==> config.mk <==
export PLATFORM = sky130hd
export DESIGN_NAME = gpcb_top
export DESIGN_NICKNAME = d
export VERILOG_FILES = /design/src/rtl/gpcb_pkg.sv /design/src/rtl/gpcb_pin_sync.sv /design/src/rtl/gpcb_top.sv
export SDC_FILE = /design/constraint.sdc
export NUM_CORES = 1
export LEC_CHECK = 0
export ABC_AREA = 1
export ABC_CLOCK_PERIOD_IN_PS = 3100
export BUFFER_PORTS_ARGS = -buffer_cell sky130_fd_sc_hd__buf_2
export CORE_MARGIN = 3
export CORE_UTILIZATION = 40
export CTS_CLUSTER_SIZE = 14
export DETAILED_ROUTE_END_ITERATION = 12
export MAX_ROUTING_LAYER = met4
export PLACE_DENSITY = 0.68
export SLEW_MARGIN = 0
export SYNTH_ARGS = -nofsm -noshare
export SYNTH_HDL_FRONTEND = slang
export SYNTH_SLANG_ARGS = --single-unit
==> constraint.sdc <==
create_clock -name i_clk -period 3.1 [get_ports i_clk]
set_input_delay 0.31 -clock i_clk [delete_from_list [all_inputs] [get_ports i_clk]]
set_output_delay 0.31 -clock i_clk [all_outputs]
set_load 0.05 [all_outputs]
==> src/rtl/gpcb_pkg.sv <==
package gpcb_pkg;

    // ------------------------------------------------------------
    // sizes
    // ------------------------------------------------------------
    localparam int GPCB_PINS   = 16;     // pins in the bank
    localparam int GPCB_DATA_W = 32;     // bus data width
    localparam int GPCB_ADDR_W = 12;     // bus byte address width

    // ------------------------------------------------------------
    // register byte offsets
    // ------------------------------------------------------------
    localparam logic [11:0] GPCB_FUNC_OFS = 12'h418; // function select
    localparam logic [11:0] GPCB_DIR_OFS  = 12'h41C; // direction config
    localparam logic [11:0] GPCB_DATA_OFS = 12'h420; // data value

    // ------------------------------------------------------------
    // values after reset and fixed read values
    // ------------------------------------------------------------
    localparam logic [15:0] GPCB_FUNC_RST = 16'h0000; // all general use
    localparam logic [15:0] GPCB_DIR_RST  = 16'h0000; // all inputs
    localparam logic [15:0] GPCB_DOUT_RST = 16'h0000; // output latch
    localparam logic [15:0] GPCB_OEN_RST  = 16'hFFFF; // nothing driven
    localparam logic [15:0] GPCB_HI_ZERO  = 16'h0000; // reserved bits
    localparam logic [31:0] GPCB_RD_NONE  = 32'h0000_0000; // unmapped

    // ------------------------------------------------------------
    // pad drive: level and active-low output enable per pin
    // ------------------------------------------------------------
    typedef struct packed {
        logic [GPCB_PINS-1:0] out;      // level to drive
        logic [GPCB_PINS-1:0] oe_n;     // low while pin is driven
    } gpcb_pad_t;

endpackage : gpcb_pkg

==> src/rtl/gpcb_pin_sync.sv <==
`timescale 1ns/1ps
// three-stage synchroniser; a bit changes once stages two and three agree
module gpcb_pin_sync #(
    parameter int W = 16
) (
    input  wire logic         i_clk,
    input  wire logic         i_reset,
    input  wire logic [W-1:0] i_async,
    output logic      [W-1:0] o_level
);
    import gpcb_pkg::*;

    // ------------------------------------------------------------
    // state
    // ------------------------------------------------------------
    typedef struct packed {
        logic [W-1:0] s1;               // metastable stage, read by s2 only
        logic [W-1:0] s2;               // second stage
        logic [W-1:0] s3;               // third stage
        logic [W-1:0] level;            // filtered level
    } gpcb_sync_state_t;

    gpcb_sync_state_t cur_reg;          // registered state
    gpcb_sync_state_t cur_next;         // next state

    // ------------------------------------------------------------
    // next state
    // ------------------------------------------------------------
    // a lone one-cycle glitch in s2 never reaches level
    always_comb
    begin
        cur_next       = cur_reg;
        cur_next.s1    = i_async;
        cur_next.s2    = cur_reg.s1;
        cur_next.s3    = cur_reg.s2;
        cur_next.level = (~(cur_reg.s2 ^ cur_reg.s3) & cur_reg.s3)
                       | ((cur_reg.s2 ^ cur_reg.s3) & cur_reg.level);
        if (i_reset)
        begin
            cur_next = '0;
        end
    end

    // register the whole state
    always_ff @(posedge i_clk)
    begin
        cur_reg <= cur_next;
    end

    assign o_level = cur_reg.level;

endmodule : gpcb_pin_sync

==> src/rtl/gpcb_top.sv <==
`timescale 1ns/1ps
// What this block does
// - function bit one hands pin to alternate
// - function bit zero makes pin general purpose
// - general pin with direction one drives
// - general pin with direction zero stays undriven
// - alternate pin ignores direction bit entirely
// - data read returns live level, all pins
// - data write drives only general output pins
module gpcb_top (
    input  wire logic                  i_clk,
    input  wire logic                  i_reset,       // fundamental
    input  wire logic                  i_soft_reset,  // lesser reset
    input  wire logic [11:0]           i_avs_address,
    input  wire logic                  i_avs_read,
    input  wire logic                  i_avs_write,
    input  wire logic [31:0]           i_avs_writedata,
    input  wire logic [3:0]            i_avs_byteenable,
    output logic      [31:0]           o_avs_readdata,
    output logic                       o_avs_waitrequest,
    input  wire logic [15:0]           i_pin_level,   // pad receivers
    input  wire gpcb_pkg::gpcb_pad_t   i_alt,         // alternate drive
    output gpcb_pkg::gpcb_pad_t        o_pad,         // pad drivers
    output logic      [15:0]           o_pin_level    // to alternate logic
);
    import gpcb_pkg::*;

    // ------------------------------------------------------------
    // state
    // ------------------------------------------------------------
    typedef struct packed {
        logic [GPCB_PINS-1:0]   func;   // one = alternate function
        logic [GPCB_PINS-1:0]   dir;    // one = output when general
        logic [GPCB_PINS-1:0]   dout;   // output latch
        logic                   ack;    // bus answer cycle
        logic [GPCB_DATA_W-1:0] rdata;  // read data register
        gpcb_pad_t              pad;    // registered pad drive
    } gpcb_state_t;

    gpcb_state_t          cur_reg;      // registered state
    gpcb_state_t          cur_next;     // next state
    logic [GPCB_PINS-1:0] level;        // synchronised pin levels
    logic                 req;          // a bus request is present
    logic                 wr_acc;       // write takes effect this edge
    logic                 hit_func;     // address decodes
    logic                 hit_dir;
    logic                 hit_data;
    logic [31:0]          rd_val;       // read mux

    // ------------------------------------------------------------
    // pin input synchroniser
    // ------------------------------------------------------------
    gpcb_pin_sync #(
        .W       (GPCB_PINS)
    ) u_sync (
        .i_clk   (i_clk),
        .i_reset (i_reset),
        .i_async (i_pin_level),
        .o_level (level)
    );

    // ------------------------------------------------------------
    // bus decode
    // ------------------------------------------------------------
    // first request cycle always waits, so read data can come
    // from a flip-flop; the answer is one cycle later
    assign req      = i_avs_read | i_avs_write;
    assign wr_acc   = i_avs_write & cur_reg.ack;
    assign hit_func = (i_avs_address == GPCB_FUNC_OFS);
    assign hit_dir  = (i_avs_address == GPCB_DIR_OFS);
    assign hit_data = (i_avs_address == GPCB_DATA_OFS);

    // read mux; upper half reads zero, unmapped reads zero
    always_comb
    begin
        if (hit_func)
        begin
            rd_val = {GPCB_HI_ZERO, cur_reg.func};
        end
        else if (hit_dir)
        begin
            rd_val = {GPCB_HI_ZERO, cur_reg.dir};
        end
        else if (hit_data)
        begin
            rd_val = {GPCB_HI_ZERO, level};
        end
        else
        begin
            rd_val = GPCB_RD_NONE;
        end
    end

    // byte-lane merge of the low sixteen bits
    function automatic logic [15:0] gpcb_merge(
        input logic [15:0] old_val,
        input logic [31:0] wdata,
        input logic [3:0]  be
    );
        logic [15:0] res;
        res = old_val;
        if (be[0])
        begin
            res[7:0] = wdata[7:0];
        end
        if (be[1])
        begin
            res[15:8] = wdata[15:8];
        end
        return res;
    endfunction : gpcb_merge

    // ------------------------------------------------------------
    // next state
    // ------------------------------------------------------------
    always_comb
    begin
        cur_next = cur_reg;
        // answer handshake: wait one cycle, then release
        cur_next.ack = req & ~cur_reg.ack;
        if (req && !cur_reg.ack)
        begin
            cur_next.rdata = rd_val;
        end
        // register writes; unmapped writes are dropped
        if (wr_acc && hit_func)
        begin
            cur_next.func = gpcb_merge(cur_reg.func, i_avs_writedata,
                                       i_avs_byteenable);
        end
        if (wr_acc && hit_dir)
        begin
            cur_next.dir = gpcb_merge(cur_reg.dir, i_avs_writedata,
                                      i_avs_byteenable);
        end
        if (wr_acc && hit_data)
        begin
            // latch always loads; only output pins show it
            cur_next.dout = gpcb_merge(cur_reg.dout, i_avs_writedata,
                                       i_avs_byteenable);
        end
        // pad mux: alternate owns its pins, direction unused there
        cur_next.pad.out  = (cur_reg.func & i_alt.out)
                          | (~cur_reg.func & cur_reg.dout);
        cur_next.pad.oe_n = (cur_reg.func & i_alt.oe_n)
                          | (~cur_reg.func & ~cur_reg.dir);
        // lesser reset only clears the bus side; fields are sticky
        if (i_soft_reset)
        begin
            cur_next.ack   = 1'b0;
            cur_next.rdata = GPCB_RD_NONE;
        end
        if (i_reset)
        begin
            cur_next.func     = GPCB_FUNC_RST;
            cur_next.dir      = GPCB_DIR_RST;
            cur_next.dout     = GPCB_DOUT_RST;
            cur_next.ack      = 1'b0;
            cur_next.rdata    = GPCB_RD_NONE;
            cur_next.pad.out  = GPCB_DOUT_RST;
            cur_next.pad.oe_n = GPCB_OEN_RST;
        end
    end

    // register the whole state
    always_ff @(posedge i_clk)
    begin
        cur_reg <= cur_next;
    end

    // ------------------------------------------------------------
    // outputs
    // ------------------------------------------------------------
    assign o_avs_waitrequest = req & ~cur_reg.ack;
    assign o_avs_readdata    = cur_reg.rdata;
    assign o_pad             = cur_reg.pad;
    assign o_pin_level       = level;
endmodule : gpcb_top

* Word-level counts from Yosys, hierarchy flattened *
Index checks and enable logic that the tools add are counted.

operators by class
  reductions and logical operators = 12
  equal/unequal tests = 3
  bitwise logic cells = 17
  mux-type cells = 3

operators with widths
  kind                                                   number
  bitwise AND 16 bit                                     6
  2-to-1 mux 16 bit                                      3
  inverter 16 bit                                        3
  OR 16 bit                                              3
  equality test 12 x 11 -> 1 bit, second input constant  3
  bitwise XOR 16 bit                                     1
  AND reduction 2 bit                                    6
  logical AND 1 bit                                      4
  bitwise AND 1 bit                                      2
  OR reduction 2 bit                                     1
  logical NOT 1 bit                                      1
  inverter 1 bit                                         1
  OR 1 bit                                               1

word-level totals
  register bits = 177
  word-level logic and storage cells = 49

* Logic depth before layout (Yosys ltp) *
  word-level depth = 4
  depth in mapped cells = 11

* Cells and area by module *
Synthesis repeated with hierarchy kept, for this count alone.

second synthesis, totals
  cells, all modules = 848
  area total of the unflattened synthesis = 6521.3 µm²

by module, submodules not included
  module         area each (µm²)  instances  cells an instance  seq. area each (µm²)
  gpcb_top       4488.1           1          617                1941.9
  gpcb_pin_sync  2033.2           1          231                1281.2

* Worst setup path after synthesis *
OpenSTA, ideal clock, no wires.

  path type = input -> register
  start point = input i_avs_write
  end point = register cur_reg (netlist bit o_avs_readdata[4])
  path buffers = 1
  stages = 6
  library setup time = 119 ps
  data required time = 2981 ps
  data arrival time = 1429 ps
  setup slack = 1552 ps
  path through = nor2_1 -> nor2_1 -> clkbuf_1 -> o21ai_0 -> nor2_1 -> nor2_1

on the way
  longest elaborated chain between the ends = 2

ends and longest elaborated chain
  item                    RTL line         RTL
  start: declaration      gpcb_top.sv:16   input wire logic i_avs_write,
  OR 1 bit                gpcb_top.sv:67   assign req = i_avs_read | i_avs_write;
  logical AND 1 bit       gpcb_top.sv:121  if (req && !cur_reg.ack)
  end signal: assignment  gpcb_top.sv:168  cur_reg <= cur_next;
  end: declaration        gpcb_top.sv:40   gpcb_state_t cur_reg;

No other way between the ends.
A chain may end at the register's enable or synchronous reset.

* Final worst setup path *
  start point = register cur_reg[64] (netlist name)
  end point = output o_avs_waitrequest

on the way
  longest elaborated chain between the ends = 2

ends and longest elaborated chain
  item               RTL line         RTL
  inverter 1 bit     gpcb_top.sv:174  assign o_avs_waitrequest = req & ~cur_reg.ack;
  bitwise AND 1 bit  gpcb_top.sv:174
  end: declaration   gpcb_top.sv:20   output logic o_avs_waitrequest,

No other way between the ends.

==> metrics.cfg <==
[worst_setup_path]
arrival_ns=1.35
r2r_start=cur_reg[64]
crit_fanout=12
critical_path_class=flop to primary output
crit_chain=nor2_1 > buf_4 > buf_2
rrSetupSlack_ns=1.61
cp_slowest_cell=dfxtp_1
max_stage_delay_ns=0.31
cp-startpoint=cur_reg[64]
crit_buf_inv=2
cp.required_ns=2.79
cp-end-kind=primary output
start_kind=flop
crit_family=buffers and inverters
timing.rr.end=cur_reg[86]
r2r_cells=6

[pwr]
vdd_drop_max_uv=492.0
comb_power_share_pct=5.3
leakage_nw=3.672
seq_power_share_pct=46.3
swShare_pct=22.27
p_total_w=0.004561
switchingPower_w=0.001016
p_per_area_nw_per_um2=603.4
intPower_w=0.003545
clkPwrFrac_pct=48.4

[hold_path]
hold_path_class=primary input to flop
holdPathEnd=u_sync.cur_reg[51]
holdPathStages=3
min_from=i_pin_level[3]

[routing]
drtIter0Drc=266
wirelength_mm=14.90
antenna_left=0
drt-pass1-iter-count=4
drc=0
routedWlPerCell_microns=12.58
viasPerCell=4.394
via_count=5207

[synth]
yosysSeqAreaShare_pct=49.06
async_flop_share_pct=0
synth_common_cells=nor2_1 (224), dfxtp_1 (161), inv_1 (103)
yosys_warnings=0
syn_area_per_cell_sq_um=7.483
synth_area_sq_um=6570
yosysTopAreaCell=dfxtp_1
synth.area.top_cells=dfxtp_1 (49%), nor2_1 (13%), buf_4 (9.6%)
synth_top_area_share_pct=49.06
synthFlopType=dfxtp_1
yosysMostFrequentCell=nor2_1
yosys.cell_types.count=23
netlist_instances=878
ys_ff_latch=161
synth_edf_count=0

[final_layout]
drive_above_1_share_pct=20.66
num-nets-final=1056
fillers=1651
synthToLayoutAreaGrowth_pct=15.04
largest_register_ffs=49

[floorplan]
die_h_microns=134.2
start_util_pct=41.06
core.rowCount=46
die_area_sq_um=18000
coreArea_sq_um=16000
io_pins=182
die_w_microns=134.2

[grt]
grt_max_degree=59
grt_use_total_pct=17.19
grt_pass1_wl_mm=23.69
antenna_found_initial=1
grt_pass1_vias=4687
gr-total-overflow=0

[sta]
rsz0062_at_grt=false
min_period_ns=1.659
finalMaxSlewViolations=0
finalCritPeriodShare_pct=53.50
worst_clock_skew_ns=0.007926
worst_pin_slew_ns=0.7030
timing.setup.tns_ns=0
finalSetupViolCount=0
finalHoldViolations=0
fmax_ghz=0.6029
relSlewSlack_pct=53.08

[clocking]
cts_made_buffers=17
insertion_delay_ns=0.42
clock_sinks=161
h-tree-depth=4
hold_buffers=0
cts_tree=built
path_clk_slew_ns=0.06
cts_resized=0
clk_path_buf_depth=2
cts_setup_buffers=0
clockRootBuffer=clkbuf_16

[place]
gp_congestion=0.8031
hpwl_mm=10.70
numPortBuffers=147

[run_status]
outcome=finished clean

[run]
maxCapViolCount=0

cell type report:
class	count	area [sq um]	share of cell area (%)
diodes	1	2.502	0.03311
clock buffers	20	446.7	5.910
clock inverters	12	183.9	2.433
inverters	107	404.1	5.347
multi-input cells	515	2247	29.73
flip-flops and latches	161	3223	42.64
well taps	216	270.3	3.576
repair buffers	153	780.7	10.33
worst max-delay path by stage:
stage	slack (ns)	cells past startpoint	endpoint
6_report	1.44	3	o_avs_waitrequest
4_1_cts	1.42	3	o_avs_waitrequest
3_5_place_dp	1.01	10	cur_reg[68]
3_3_place_gp	1.08	9	cur_reg[66]
2_1_floorplan	1.55	6	o_avs_readdata[4]
5_1_grt	1.23	10	cur_reg[69]
power groups by stage:
stage	clock [W]	combinational (W)	sequential, W
2_1_floorplan	0	0.000174	0.00215
3_3_place_gp	0	0.000242	0.00216
3_5_place_dp	0	0.000244	0.00216
4_1_cts	0.00226	0.000245	0.00211
5_1_grt	0.00235	0.000270	0.00211
6_report	0.00221	0.000243	0.00211
cells in the final DEF (no fill, tap or decap):
master | Yosys | final
diode_2 | 0 | 1
nor2_4 | 2 | 2
clkinvlp_4 | 0 | 2
a21oi_1 | 60 | 60
o211ai_1 | 1 | 1
nand2_4 | 1 | 1
inv_1 | 103 | 102
nand3_1 | 31 | 31
clkbuf_8 | 0 | 1
nand2_1 | 101 | 101
conb_1 | 1 | 16
a211oi_1 | 1 | 1
clkinv_2 | 2 | 3
bufinv_16 | 0 | 4
clkbuf_1 | 14 | 2
inv_2 | 2 | 3
nand3_4 | 3 | 3
nor2_2 | 2 | 2
dfxtp_1 | 161 | 161
o21ai_0 | 69 | 69
nor3_4 | 2 | 2
nor2_1 | 224 | 224
nand3_2 | 2 | 2
buf_4 | 84 | 6
clkbuf_16 | 0 | 17
clkinv_4 | 0 | 5
buf_2 | 7 | 147
layer usage:
metal / wire [microns] / up-vias / global-route usage [%]
li1: - / 2762 / -
met1: 7262 / 2291 / 22.70
met2: 6416 / 138 / 25.70
met3: 1015 / 16 / 5.251
met4: 210 / 0 / 4.808
met5: 0 / - / -
worst min-delay path, stage by stage:
cell,delay (ns)
buf_2,0.07
inv_1,0.03
nor2_1,0.06
metrics by stage:
step / hold slack [ns] / worst slack [ns] / std cells / utilization [%] / cell area (sq um)
finish: 0.08660 / 1.441 / 1185 / 47.24 / 7559
global route: 0.07982 / 1.226 / 1185 / 47.24 / 7559
CTS: 0.07012 / 1.422 / 1184 / 47.22 / 7556
detailed placement: 0.3916 / 1.015 / 1152 / 43.28 / 6925
global placement: 0.3887 / 1.077 / 1152 / 43.28 / 6925
floorplan: 0.3883 / 1.552 / 893 / - / 6626
kinds of logic (layout without fill, tap and decap cells):
group | Yosys count | count (layout) | synth area share (%)
flops | 161 | 161 | 49.06
buf+inv | 217 | 292 | 17.60
simple gates | 368 | 368 | 23.23
other cells | 1 | 17 | 0.05708
compound gates | 131 | 131 | 10.06
Power figures use the tool's default switching activity.
